**src/asp_pkg.sv**
```systemverilog
`default_nettype none

package asp_pkg;

  // register indices; byte address is four times the index
  localparam logic [12:0] ASP_IDX_ANALOG_LATCH = 13'h0007;
  localparam logic [12:0] ASP_IDX_ANALOG_DIR = 13'h1F8D;
  localparam logic [12:0] ASP_IDX_GPA_LATCH = 13'h0008;
  localparam logic [12:0] ASP_IDX_GPB_LATCH = 13'h0009;
  localparam logic [12:0] ASP_IDX_GPA_DIR = 13'h1F8E;
  localparam logic [12:0] ASP_IDX_GPB_DIR = 13'h1F8F;
  localparam logic [12:0] ASP_IDX_GPA_DRV = 13'h1F90;
  localparam logic [12:0] ASP_IDX_GPB_DRV = 13'h1F91;
  localparam logic [12:0] ASP_IDX_CONV_CTRL = 13'h0010;

  // address bit that selects the read-modify-write view of a read
  localparam int ASP_RMW_ALIAS_BIT = 15;

  // converter control a fields
  localparam int ASP_CCA_DIS_BIT = 0;
  localparam int ASP_CCA_SEL_LSB = 1;
  localparam int ASP_CCA_SEL_W = 3;

  // reset values
  localparam logic [7:0] ASP_PORT_RESET = 8'h00;
  localparam logic [7:0] ASP_CCA_RESET = 8'h01;

  // ahb encodings
  localparam logic [1:0] ASP_HTRANS_NONSEQ = 2'h2;
  localparam logic ASP_HRESP_OKAY = 1'h0;

  // one port's pin drive: value and active-low output enable
  typedef struct packed {
    logic [7:0] out;
    logic [7:0] oe_n;
  } asp_pin_type;

endpackage

`default_nettype wire

```
**src/asp_ports.sv**
```systemverilog
// Design decision made here: the AHB-Lite interface to the registers.
`timescale 1ns/1ps
`default_nettype none

// Functional notes
// an analog-shared port bit with direction 1 drives its latch value onto the pin, with direction 0 it floats.
// reset clears the analog-shared port direction and latch and sets the analog input disable bit to 1.
// with direction 0, disable 1 and latch 0 is fixed low, latch 1 is digital input, disable 0 and latch 0 is analog.
// a read of an analog-shared bit in analog input mode returns 0.
// a read of an input bit whose latch is 0 returns 0 instead of the pin level.
// software sets analog bits to latch 0 direction 0, then clearing the disable bit starts a conversion.
// the sampled converter channel comes from the channel select field, not from the port registers.
// software sets latch bit 7 to 1 to let the debug output reach pin 7.
// a read-modify-write reads input bits from the pins and writes all eight latch bits back.
// software avoids read-modify-write on the analog-shared port while any bit is an input.
// software never sets a bit used for analog input to output direction.
// software avoids output writes to the analog-shared port while a conversion runs.
// each general port has an 8-bit direction and latch register, both reset to 0, leaving all pins inputs.
// each general port bit has a driver select that resets to 0, tri-state.
// for open-drain bits a read-modify-write read returns the latch, any other read the pin; here open-drain output bits always read the latch.
// driver select 0 means tri-state push-pull and 1 means open-drain.
// an open-drain output bit drives low for latch 0 and releases the pin for latch 1.
module asp_ports (
  input wire logic hclk, // system clock
  input wire logic hresetn, // async reset, active low
  input wire logic hsel, // slave select
  input wire logic [31:0] haddr, // byte address
  input wire logic [1:0] htrans, // transfer type
  input wire logic hwrite, // write when high
  input wire logic [2:0] hsize, // transfer size, word only
  input wire logic [31:0] hwdata, // write data
  input wire logic hready, // bus ready
  output logic hreadyout, // slave ready
  output logic hresp, // always okay
  output logic [31:0] hrdata, // read data
  input wire logic [7:0] analog_pin_in, // analog-shared pin levels
  input wire logic [7:0] gpa_pin_in, // general port a pin levels
  input wire logic [7:0] gpb_pin_in, // general port b pin levels
  input wire logic debug_output_two, // debug signal for pin 7
  output asp_pkg::asp_pin_type analog_pin, // analog-shared pin drive
  output asp_pkg::asp_pin_type gpa_pin, // general port a pin drive
  output asp_pkg::asp_pin_type gpb_pin, // general port b pin drive
  output logic [7:0] analog_enable, // per-bit analog input mode
  output logic [2:0] converter_channel, // sampled channel
  output logic conversion_start // one-cycle start pulse
);

  // ----------------------------------------
  // helpers
  // ----------------------------------------
  // register index from a byte address
  function automatic logic [12:0] reg_index(input logic [31:0] a);
    reg_index = a[14:2];
  endfunction

  // read view of one port; output bits and rmw open-drain bits show the latch
  function automatic logic [7:0] port_read(input logic [7:0] dir, input logic [7:0] latch,
                                           input logic [7:0] pin, input logic [7:0] od,
                                           input logic rmw);
    logic [7:0] from_latch;
    from_latch = dir | (od & {8{rmw}});
    port_read = (from_latch & latch) | (~from_latch & pin);
  endfunction

  // ----------------------------------------
  // registers
  // ----------------------------------------
  logic [7:0] analog_port_output_latch;
  logic [7:0] analog_port_direction;
  logic [7:0] general_port_a_output_latch;
  logic [7:0] general_port_b_output_latch;
  logic [7:0] general_port_a_direction;
  logic [7:0] general_port_b_direction;
  logic [7:0] general_port_a_driver_select;
  logic [7:0] general_port_b_driver_select;
  logic [7:0] converter_control_a;
  logic analog_input_disable;
  logic [2:0] converter_channel_select;
  logic dis_q;

  assign analog_input_disable = converter_control_a[asp_pkg::ASP_CCA_DIS_BIT];
  assign converter_channel_select = converter_control_a[asp_pkg::ASP_CCA_SEL_LSB +: asp_pkg::ASP_CCA_SEL_W];

  // ----------------------------------------
  // ahb-lite slave
  // ----------------------------------------
  logic addr_phase;
  logic wr_pend;
  logic [12:0] wr_idx;
  logic [7:0] next_rdata;
  logic [12:0] rd_idx;
  logic rd_rmw;

  assign addr_phase = hsel && hready && (htrans == asp_pkg::ASP_HTRANS_NONSEQ || htrans[1]);
  assign rd_idx = reg_index(haddr);
  assign rd_rmw = haddr[asp_pkg::ASP_RMW_ALIAS_BIT];

  // zero-wait slave: always ready and okay
  always_ff @(posedge hclk or negedge hresetn) begin
    if (!hresetn) begin
      hreadyout <= 1'h1;
      hresp <= asp_pkg::ASP_HRESP_OKAY;
    end else begin
      hreadyout <= 1'h1;
      hresp <= asp_pkg::ASP_HRESP_OKAY;
    end
  end

  // capture a write address phase; the data arrives one cycle later
  always_ff @(posedge hclk or negedge hresetn) begin
    if (!hresetn) begin
      wr_pend <= 1'h0;
      wr_idx <= 13'h0000;
    end else begin
      wr_pend <= addr_phase && hwrite;
      if (addr_phase && hwrite) begin
        wr_idx <= rd_idx;
      end
    end
  end

  // read mux; the analog port needs no rmw view because its read already
  // masks latch-0 inputs to 0 and analog bits to 0
  always_comb begin
    next_rdata = 8'h00;
    case (rd_idx)
      asp_pkg::ASP_IDX_ANALOG_LATCH: begin
        next_rdata = port_read(analog_port_direction, analog_port_output_latch,
                               analog_pin_in & analog_port_output_latch, 8'h00, 1'h0);
      end
      asp_pkg::ASP_IDX_ANALOG_DIR: next_rdata = analog_port_direction;
      asp_pkg::ASP_IDX_GPA_LATCH: begin
        next_rdata = port_read(general_port_a_direction, general_port_a_output_latch,
                               gpa_pin_in, general_port_a_driver_select, rd_rmw);
      end
      asp_pkg::ASP_IDX_GPB_LATCH: begin
        next_rdata = port_read(general_port_b_direction, general_port_b_output_latch,
                               gpb_pin_in, general_port_b_driver_select, rd_rmw);
      end
      asp_pkg::ASP_IDX_GPA_DIR: next_rdata = general_port_a_direction;
      asp_pkg::ASP_IDX_GPB_DIR: next_rdata = general_port_b_direction;
      asp_pkg::ASP_IDX_GPA_DRV: next_rdata = general_port_a_driver_select;
      asp_pkg::ASP_IDX_GPB_DRV: next_rdata = general_port_b_driver_select;
      asp_pkg::ASP_IDX_CONV_CTRL: next_rdata = converter_control_a;
      default: next_rdata = 8'h00;
    endcase
  end

  // read data is sampled at the address phase and stands through the data phase
  always_ff @(posedge hclk or negedge hresetn) begin
    if (!hresetn) begin
      hrdata <= 32'h00000000;
    end else if (addr_phase && !hwrite) begin
      hrdata <= {24'h000000, next_rdata};
    end
  end

  // analog-shared port registers; a write always replaces all eight latch bits
  always_ff @(posedge hclk or negedge hresetn) begin
    if (!hresetn) begin
      analog_port_output_latch <= asp_pkg::ASP_PORT_RESET;
      analog_port_direction <= asp_pkg::ASP_PORT_RESET;
      converter_control_a <= asp_pkg::ASP_CCA_RESET;
    end else if (wr_pend) begin
      case (wr_idx)
        asp_pkg::ASP_IDX_ANALOG_LATCH: analog_port_output_latch <= hwdata[7:0];
        asp_pkg::ASP_IDX_ANALOG_DIR: analog_port_direction <= hwdata[7:0];
        asp_pkg::ASP_IDX_CONV_CTRL: converter_control_a <= hwdata[7:0];
        default: ;
      endcase
    end
  end

  // general port registers
  always_ff @(posedge hclk or negedge hresetn) begin
    if (!hresetn) begin
      general_port_a_output_latch <= asp_pkg::ASP_PORT_RESET;
      general_port_b_output_latch <= asp_pkg::ASP_PORT_RESET;
      general_port_a_direction <= asp_pkg::ASP_PORT_RESET;
      general_port_b_direction <= asp_pkg::ASP_PORT_RESET;
      general_port_a_driver_select <= asp_pkg::ASP_PORT_RESET;
      general_port_b_driver_select <= asp_pkg::ASP_PORT_RESET;
    end else if (wr_pend) begin
      case (wr_idx)
        asp_pkg::ASP_IDX_GPA_LATCH: general_port_a_output_latch <= hwdata[7:0];
        asp_pkg::ASP_IDX_GPB_LATCH: general_port_b_output_latch <= hwdata[7:0];
        asp_pkg::ASP_IDX_GPA_DIR: general_port_a_direction <= hwdata[7:0];
        asp_pkg::ASP_IDX_GPB_DIR: general_port_b_direction <= hwdata[7:0];
        asp_pkg::ASP_IDX_GPA_DRV: general_port_a_driver_select <= hwdata[7:0];
        asp_pkg::ASP_IDX_GPB_DRV: general_port_b_driver_select <= hwdata[7:0];
        default: ;
      endcase
    end
  end

  // ----------------------------------------
  // pin and converter drive
  // ----------------------------------------
  // analog port: output bits drive the latch, pin 7 also gated by the debug signal
  always_ff @(posedge hclk or negedge hresetn) begin
    if (!hresetn) begin
      analog_pin.out <= 8'h00;
      analog_pin.oe_n <= 8'hFF;
    end else begin
      analog_pin.out <= analog_port_output_latch & {debug_output_two, 7'h7F};
      analog_pin.oe_n <= ~analog_port_direction;
    end
  end

  // general ports: open-drain bits drive only a low and release for latch 1
  always_ff @(posedge hclk or negedge hresetn) begin
    if (!hresetn) begin
      gpa_pin.out <= 8'h00;
      gpa_pin.oe_n <= 8'hFF;
      gpb_pin.out <= 8'h00;
      gpb_pin.oe_n <= 8'hFF;
    end else begin
      gpa_pin.out <= general_port_a_output_latch & ~general_port_a_driver_select;
      gpa_pin.oe_n <= ~(general_port_a_direction &
                        (~general_port_a_driver_select | ~general_port_a_output_latch));
      gpb_pin.out <= general_port_b_output_latch & ~general_port_b_driver_select;
      gpb_pin.oe_n <= ~(general_port_b_direction &
                        (~general_port_b_driver_select | ~general_port_b_output_latch));
    end
  end

  // converter side: analog mode per bit, channel select, start on disable falling
  always_ff @(posedge hclk or negedge hresetn) begin
    if (!hresetn) begin
      analog_enable <= 8'h00;
      converter_channel <= 3'h0;
      conversion_start <= 1'h0;
      dis_q <= 1'h1;
    end else begin
      analog_enable <= ~analog_port_direction & ~analog_port_output_latch &
                       ~{8{analog_input_disable}};
      converter_channel <= converter_channel_select;
      dis_q <= analog_input_disable;
      conversion_start <= dis_q && !analog_input_disable;
    end
  end

  // ----------------------------------------
  // assertions
  // ----------------------------------------
  AST_ANALOG_OE: assert property (@(posedge hclk) disable iff (!hresetn)
    analog_pin.oe_n == ~$past(analog_port_direction)) else $error("analog pin enable wrong");

  AST_RESET_VALUES: assert property (@(posedge hclk) !hresetn |->
    analog_port_direction == 8'h00 && analog_port_output_latch == 8'h00 && analog_input_disable)
    else $error("analog reset values wrong");

  AST_ANALOG_MODE: assert property (@(posedge hclk) disable iff (!hresetn)
    analog_input_disable |=> analog_enable == 8'h00) else $error("analog mode while disabled");

  AST_ANALOG_READ_ZERO: assert property (@(posedge hclk) disable iff (!hresetn)
    addr_phase && !hwrite && rd_idx == asp_pkg::ASP_IDX_ANALOG_LATCH && !analog_input_disable |=>
    (hrdata[7:0] & ~$past(analog_port_direction) & ~$past(analog_port_output_latch)) == 8'h00)
    else $error("analog bit read non-zero");

  AST_LATCH_ZERO_READ: assert property (@(posedge hclk) disable iff (!hresetn)
    addr_phase && !hwrite && rd_idx == asp_pkg::ASP_IDX_ANALOG_LATCH |=>
    (hrdata[7:0] & ~$past(analog_port_direction)) == ($past(analog_pin_in) & $past(analog_port_output_latch)
    & ~$past(analog_port_direction))) else $error("input read wrong");

  AST_CONV_START: assert property (@(posedge hclk) disable iff (!hresetn)
    $fell(analog_input_disable) |=> conversion_start ##1 !conversion_start)
    else $error("conversion start missing");

  AST_CHANNEL: assert property (@(posedge hclk) disable iff (!hresetn)
    converter_channel == $past(converter_channel_select)) else $error("channel not from select");

  AST_RMW_WRITE: assert property (@(posedge hclk) disable iff (!hresetn)
    wr_pend && wr_idx == asp_pkg::ASP_IDX_ANALOG_LATCH |=> analog_port_output_latch == $past(hwdata[7:0]))
    else $error("latch write lost");

  AST_GP_RESET: assert property (@(posedge hclk) !hresetn |-> general_port_a_direction == 8'h00 &&
    general_port_b_direction == 8'h00 && general_port_a_output_latch == 8'h00 &&
    general_port_b_output_latch == 8'h00 && general_port_a_driver_select == 8'h00 &&
    general_port_b_driver_select == 8'h00) else $error("general port reset wrong");

  AST_OD_RMW_READ: assert property (@(posedge hclk) disable iff (!hresetn)
    addr_phase && !hwrite && rd_rmw && rd_idx == asp_pkg::ASP_IDX_GPA_LATCH |=>
    (hrdata[7:0] & $past(general_port_a_driver_select)) ==
    ($past(general_port_a_output_latch) & $past(general_port_a_driver_select)))
    else $error("rmw read not latch");

  // open-drain bits never drive a high; a bit drives only as an output that is not released
  AST_OD_DRIVE: assert property (@(posedge hclk) disable iff (!hresetn)
    (gpb_pin.out & $past(general_port_b_driver_select)) == 8'h00 &&
    gpb_pin.oe_n == ~($past(general_port_b_direction) & ~$past(general_port_b_output_latch) |
    $past(general_port_b_direction) & ~$past(general_port_b_driver_select)))
    else $error("open-drain drive wrong");

  AST_TRI_STATE_OUT: assert property (@(posedge hclk) disable iff (!hresetn)
    (gpa_pin.out & ~$past(general_port_a_driver_select)) ==
    ($past(general_port_a_output_latch) & ~$past(general_port_a_driver_select)))
    else $error("push-pull bit does not show latch");

  // a start pulse must trace back to a falling disable bit two edges earlier
  AST_START_ONLY_ON_FALL: assert property (@(posedge hclk) disable iff (!hresetn)
    conversion_start |-> $past(analog_input_disable, 2) && !$past(analog_input_disable))
    else $error("conversion start without disable falling");

  AST_BUS_OKAY: assert property (@(posedge hclk) disable iff (!hresetn)
    hreadyout && hresp == asp_pkg::ASP_HRESP_OKAY) else $error("slave not ready or not okay");

endmodule

`default_nettype wire

```
**config.mk**
```make
export PLATFORM = sky130hd
export DESIGN_NAME = asp_ports
export DESIGN_NICKNAME = d
export VERILOG_FILES = /design/src/asp_pkg.sv /design/src/asp_ports.sv
export SDC_FILE = /design/constraint.sdc
export NUM_CORES = 1
export LEC_CHECK = 0
export ABC_AREA = 0
export BUFFER_PORTS_ARGS = -buffer_cell sky130_fd_sc_hd__buf_4
export CAP_MARGIN = 20
export CORE_MARGIN = 4
export CORE_UTILIZATION = 56
export CTS_CLUSTER_DIAMETER = 60
export CTS_CLUSTER_SIZE = 14
export DETAILED_ROUTE_END_ITERATION = 10
export PLACE_DENSITY = 0.91
export SETUP_SLACK_MARGIN = 0.4
export SLEW_MARGIN = 30
export SYNTH_ARGS = -nofsm -noshare
export SYNTH_HDL_FRONTEND = slang
export SYNTH_SLANG_ARGS = --single-unit
export TNS_END_PERCENT = 100
```
**constraint.sdc**
```tcl
create_clock -name hclk -period 3.55 [get_ports hclk]
set_input_delay 0.355 -clock hclk [delete_from_list [all_inputs] [get_ports hclk]]
set_output_delay 0.355 -clock hclk [all_outputs]
set_load 0.005 [all_outputs]
```
==> impl_results.md, run 1 <==
* Fin cells at 837
* Die ar. at 0.0138 sq mm
* RSZ-0062 raised after global routing: no
* Die Ht at 117 um
* Mux contribution to synthesized area at 15.5%
* Drt pass-1 iters at 6
* # DRC at 0
* Clk_lat worst skew at 0.42 ns
* Sw power at 0.932 mW
* Overflow after GRT at 0
* Crit-path max FO at 8
* Main combinational cell family by area after synthesis: multiplexers
* Slew @ Worst Pin at 0.907 ns
* First-pass GRT wire length at 28200 um
* Main synth FF type: dfrtp_1
* Static leakage at 3.82 nW
* Int Pwr at 2.99 mW
* Critical path class: flip-flop to flip-flop
* EDFF count, synth at 0
* Peak per-stage delay on the critical path at 0.60 ns
* Post-CTS setup buffer count at 0
* Worst hold slack at 0.00336 ns
* Routability cong. at 0.866
* Final worst path period share at 72.6%
* Total track usage at 26.1%
* WL/cell at 21.2 um
* Xor/xnor cell area share of the yosys netlist at 0%
* Post-route clock skew at 0.00584 ns
* Pre-CTS WS at 1.00 ns
* FF+latch count, synth at 155
* Placed instance count at 805
* CP Launch Type: flip-flop
* Core Region at 0.0116 sq mm
* Async set-or-reset flop fraction in the synthesized netlist at 100%
* Hold Vio Cnt, Final at 0
* Critical path's slowest cell: nor3_4
* CTS tree: done
* Worst-path clk slew at 0.06 ns
* Type of the most critical hold path: input port to asynchronous set/reset pin
* Share of layout cells above drive strength 1 at 38.6%
* Pwr dens at 475 mW/mm^2
* Mapped Cells at 547
* Synth-to-layout area growth at 23.5%
* Routed wire length at 17700 um
* Vias in the first global route at 5245
* Largest net degree at the start of global routing at 92
* Final worst path period need at 2.58 ns
* Fmax at 388 MHz
* Synth Area in Compound Gates at 8.64%
* Hpwl dp at 11700 um
* CTS Root Cell: clkbuf_16
* Clock sinks at 155
* PostCTS Resize Cnt at 0
* PortBufs at 120
* DRT iter0 DRCs at 886
* Via/cell ratio at 6.16
* Syn Area/Cell at 12.2 sq um
* Critical path data arrival time at 2.87 ns
* H-tree depth at 4
* Cell Chain, Critical Path: or4_1 > nor4_4 > nand3_1 > nor3_4 > mux2_2
* Synth Area in Simple Gates at 13.3%
* Peak supply drop at 292 uV
* Register area share after synthesis at 58.4%
* Ys Warns at 0
* Seq pwr share at 48.9%
* Mapped cell area at 0.00669 sq mm
* CP required at 3.85 ns
* PnR worst setup slack at 0.972 ns
* Routed vias at 5160
* Num CTS Buffers at 17
* Outcome: completed
* Io pins at 193
* Max-Cap Viols at 0
* Slew headroom at 39.3%
* Starting Density at 57.9%
* Clock network fraction of total power at 43.6%
* Bufs on Longest Clock Path at 2
* Initial antenna violation count at 0
* Setup tns final at 0 ns
* Final Max Tran Viols at 0
* Post-route ant nets at 0
* Antenna fix cells at 0
* Adder-Cell Fraction of Synth Area at 0%
* Library cells used by synthesis at 49
* CTS Hold Buffers Added at 0
* NumNets Final at 780
* Logic pwr share at 7.5%
* Sw Ratio at 23.8%
* Final setup fails at 0
* # rows at 39
* Die width at 117 um
* Crit. End Element: flip-flop
## routing by layer
metal	vias to the layer above	GRT usage (%)	wire, um
li1	2197	-	-
met3	61	8.42	1930
met5	-	0	0
met2	355	43.8	8840
met1	2547	31.9	6400
met4	0	9.24	546
## layout by cell type, fill, tap and decap left out, drive strengths merged, types with 5 or more instances in the layout
cell type | netlist | layout
o221ai | 8 | 8
a22oi | 8 | 8
inv | 9 | 9
a32o | 7 | 7
mux2i | 17 | 17
nand2 | 95 | 95
nor3 | 13 | 13
mux2 | 77 | 77
buf | 28 | 128
nor2b | 21 | 21
a21oi | 16 | 16
o211ai | 8 | 8
clkbuf | 9 | 21
a222oi | 5 | 5
conb | 2 | 26
dfstp | 26 | 26
a32oi | 5 | 5
nor2 | 10 | 10
nand3 | 7 | 7
clkinvlp | 0 | 6
dfrtp | 129 | 129
## sequential cells by signal, indices dropped and copies added, names as in the netlist, 13 cells and up
signal      cells
analog_pin     16
gpa_pin        16
gpb_pin        16
wr_idx         13
## worst max-delay path, delay by kind of cell (launching register included)
kind	cells	cell delay [ns]
mux	1	0.41
flops	1	0.39
simple gates	4	1.64
## cell type report
cell class | instances | area [sq um]
clock buffer | 21 | 470
timing repair buffer | 128 | 977
clock inverter | 11 | 95.1
tap | 143 | 179
inverter | 9 | 33.8
fill | 690 | 3300
sequential | 155 | 3910
multi-input combinational | 370 | 2600
## final timing paths
check / startpoint / end / slack [ns] / depth (start not counted)
max in group asynchronous: hresetn / gpb_pin[2] / 2.66 / 2
min in group hclk: haddr[8] / wr_idx[6] / 0.14 / 3
min reg2reg: analog_port_output_latch[6] / analog_pin[14] / 0.42 / 0
max reg2reg: wr_idx[8] / analog_port_output_latch[2] / 0.97 / 5
max: wr_idx[8] / analog_port_output_latch[2] / 0.97 / 5
min: hresetn / analog_enable[2] / 0.003 / 1
## Yosys cell counts (7+ instances only)
library cell,n,area [sq um]
a21oi_1,16,80.1
a22oi_1,8,60.1
a32o_1,7,70.1
buf_4,26,195
clkbuf_1,9,33.8
dfrtp_1,129,3230
dfstp_2,26,683
inv_1,9,33.8
mux2_2,77,867
mux2i_1,17,170
nand2_1,95,357
nand3_1,7,35.0
nor2_1,10,37.5
nor2b_1,21,131
nor3_1,12,60.1
o211ai_1,8,60.1
o221ai_1,8,70.1
## cells by family (layout without fill, tap and decap cells)
kind of cell           count (synthesis)  in the layout
AOI/OAI and AO/OA                     75             75
buffers and inverters                 46            169
DFF                                  155            155
muxes                                 94             94
other                                  2             26
and+or+nand+nor                      175            175
## per-stage QoR
stage / cell area (sq um) / utilization [%] / power, mW
2_1_floorplan: 6780 / - / 2.08
3_3_place_gp: 7700 / 66.6 / 2.21
3_5_place_dp: 7700 / 66.6 / 2.24
4_1_cts: 8270 / 71.5 / 3.92
5_1_grt: 8270 / 71.5 / 4.05
6_report: 8270 / 71.5 / 3.92
## power groups by stage
| stage | combinational (mW) | clock (mW) | sequential [mW] |
|---|---|---|---|
| floorplan | 0.151 | 0 | 1.93 |
| detailed placement | 0.290 | 0 | 1.95 |
| global route | 0.324 | 1.80 | 1.93 |
| finish | 0.296 | 1.71 | 1.92 |
| global placement | 0.277 | 0 | 1.94 |
| CTS | 0.295 | 1.71 | 1.92 |
No activity file was read; power rests on OpenSTA's default activity.
==> run 2: changes to the inputs <==
Settings changed: CORE_UTILIZATION 56 to 47, PLACE_DENSITY 0.91 to 0.82.
Clock period 3.55 ns to 2.15 ns, I/O delays scaled along.
==> run 2 against run 1 <==
Utilization shrank 8.4 points. Wire length shrank 1.6%. Clock power rose by 75%. Design area increased by 6.3%. Global-route usage decreased by 4.6 points. Combinational power up 84%. Critical path type unchanged. Critical endpoint is now general_port_b_output_latch[6]. Largest cell class unchanged.
==> impl_results.md, run 2 (synthesized netlist as in run 1, its figures left out) <==
* Outcome: completed (unchanged)
* WL/cell at 19.3 um (was 21.2 um)
* Num CTS Buffers at 17 (unchanged)
* Clk_lat worst skew at 0.43 ns (was 0.42 ns)
* Critical path's slowest cell: or4_4 (was nor3_4)
* Critical path class: flip-flop to flip-flop (unchanged)
* PortBufs at 120 (unchanged)
* Overflow after GRT at 0 (unchanged)
* Critical path data arrival time at 2.35 ns (was 2.87 ns)
* Antenna fix cells at 0 (unchanged)
* Sw power at 1.56 mW (was 0.932 mW)
* Top Family by Delay on Critical Path: simple AND/OR/NAND/NOR gates (unchanged)
* Setup tns final at 0 ns (unchanged)
* Hold Vio Cnt, Final at 0 (unchanged)
* Max-Cap Viols at 0 (unchanged)
* Die width at 127 um (was 117 um)
* Slew @ Worst Pin at 0.796 ns (was 0.907 ns)
* First-pass GRT wire length at 26500 um (was 28200 um)
* H-tree depth at 4 (unchanged)
* Slew headroom at 47.0% (was 39.3%)
* Peak supply drop at 549 uV (was 292 uV)
* Pwr dens at 763 mW/mm^2 (was 475 mW/mm^2)
* Seq pwr share at 47.2% (was 48.9%)
* Clock network fraction of total power at 44.7% (was 43.6%)
* Share of layout cells above drive strength 1 at 41.7% (was 38.6%)
* # DRC at 0 (unchanged)
* Final worst path period need at 2.05 ns (was 2.58 ns)
* CP Launch Type: flip-flop (unchanged)
* # rows at 43 (was 39)
* Routed vias at 4928 (was 5160)
* Worst hold slack at 0.0132 ns (was 0.00336 ns)
* Largest net degree at the start of global routing at 61 (was 92)
* Top Registers: analog_pin (16), gpa_pin (16), gpb_pin (16) (unchanged)
* Int Pwr at 5.15 mW (was 2.99 mW)
* Worst Path Buf+Inv at 3 (was 0)
* CP required at 2.46 ns (was 3.85 ns)
* DRT iter0 DRCs at 430 (was 886)
* Bufs on Longest Clock Path at 2 (unchanged)
* Vias in the first global route at 5023 (was 5245)
* RSZ-0062 raised after global routing: yes (was no)
* NumNets Final at 808 (was 780)
* Total track usage at 21.5% (was 26.1%)
* Commonest non-fill, non-tap cells in the layout: buf_4 (140), dfrtp_1 (129), nand2_1 (95) (was dfrtp_1 (129), buf_4 (126), nand2_1 (95))
* Type of the most critical hold path: input port to flip-flop (was input port to asynchronous set/reset pin)
* Core Region at 0.0139 sq mm (was 0.0116 sq mm)
* Worst-path clk slew at 0.06 ns (about the same)
* Fillers at 1024 (was 690)
* Routed wire length at 17400 um (was 17700 um)
* Initial antenna violation count at 0 (unchanged)
* Static leakage at 4.05 nW (was 3.82 nW)
* Final setup fails at 0 (unchanged)
* Io pins at 193 (unchanged)
* Drt pass-1 iters at 6 (unchanged)
* Peak per-stage delay on the critical path at 0.53 ns (was 0.60 ns)
* Via/cell ratio at 5.46 (was 6.16)
* Logic pwr share at 8.1% (was 7.5%)
* Post-route ant nets at 0 (unchanged)
* Routability cong. at 0.828 (was 0.866)
* Die ar. at 0.0162 sq mm (was 0.0138 sq mm)
* Hpwl dp at 12000 um (was 11700 um)
* Crit-path max FO at 8 (unchanged)
* Crit. End Element: flip-flop (unchanged)
* Final Max Tran Viols at 0 (unchanged)
* Fmax at 489 MHz (was 388 MHz)
* Synth-to-layout area growth at 31.3% (was 23.5%)
* Final worst path period share at 95.2% (was 72.6%)
* Post-route clock skew at 0.00503 ns (was 0.00584 ns)
* Starting Density at 48.0% (was 57.9%)
* Clock sinks at 155 (unchanged)
* Die Ht at 127 um (was 117 um)
* Commonest non-fill, non-tap cell in the layout: buf_4 (was dfrtp_1)
* Sw Ratio at 23.2% (was 23.8%)
* CTS tree: done (unchanged)
* Cell Chain, Critical Path: or4_4 > nor4_4 > buf_4 > buf_6 > nand3_4 > buf_12 > mux2_4 (was or4_1 > nor4_4 > nand3_1 > nor3_4 > mux2_2)
* CTS Root Cell: clkbuf_16 (unchanged)
-- run 2: power by group through the flow --
stage / logic, mW / registers, mW / clock network [mW]
global route: 0.597 / 3.18 / 3.16
finish: 0.544 / 3.16 / 3.00
global placement: 0.490 / 3.20 / 0
floorplan: 0.258 / 3.18 / 0
detailed placement: 0.504 / 3.21 / 0
CTS: 0.537 / 3.16 / 3.03
-- run 2: final timing paths --
kind | from | to | slack [ns] | cells past startpoint
max | wr_idx[10] | general_port_b_output_latch[6] | 0.10 | 7
min reg2reg | converter_control_a[1] | converter_channel[0] | 0.43 | 0
max reg2reg | wr_idx[10] | general_port_b_output_latch[6] | 0.10 | 7
max in group asynchronous | hresetn | gpa_pin[0] | 1.13 | 3
min in group asynchronous | hresetn | general_port_b_output_latch[6] | 0.32 | 2
min | debug_output_two | analog_pin[15] | 0.01 | 2
-- run 2: cell type report --
cell class	instances	area, sq um	share of cell area (%)
flip-flops and latches	155	3910	44.5
multi-input cells	370	2740	31.1
repair buffers	156	1290	14.7
clock buffers	19	443	5.04
well taps	180	225	2.56
clock inverters	13	150	1.71
inverters	9	33.8	0.384
-- run 2: worst register-to-register path: stages (launching register included) --
cell,delay [ns]
dfrtp_1,0.40
or4_4,0.53
nor4_4,0.18
buf_4,0.16
buf_6,0.11
nand3_4,0.08
buf_12,0.17
mux2_4,0.30
-- run 2: repair_timing --
action,in CTS,in global routing
setup buffers,4,1
gates resized for setup,12,17
hold endpoints to repair,51,0
hold buffers,3,0
setup endpoints to repair,56,48
pin swaps,2,3
cloned,0,0
-- run 2: stage by stage --
step                      util (%)  setup slack (ns)  power [mW]  instance area [sq um]  cells
after floorplan                  -             0.126        3.44                   6840    571
after global placement        57.4             0.121        3.69                   8000    862
after detailed placement      57.4            0.0686        3.72                   8000    862
after CTS                     62.5            0.0947        6.73                   8710    901
after global routing          63.1            0.0570        6.93                   8790    902
final                         63.1             0.104        6.71                   8790    902
-- run 2: layer usage --
metal,track usage [%],share of wire (%)
met1,27.6,40
met2,36.1,51
met3,5.77,8.0
met4,6.31,1.3
met5,0,0
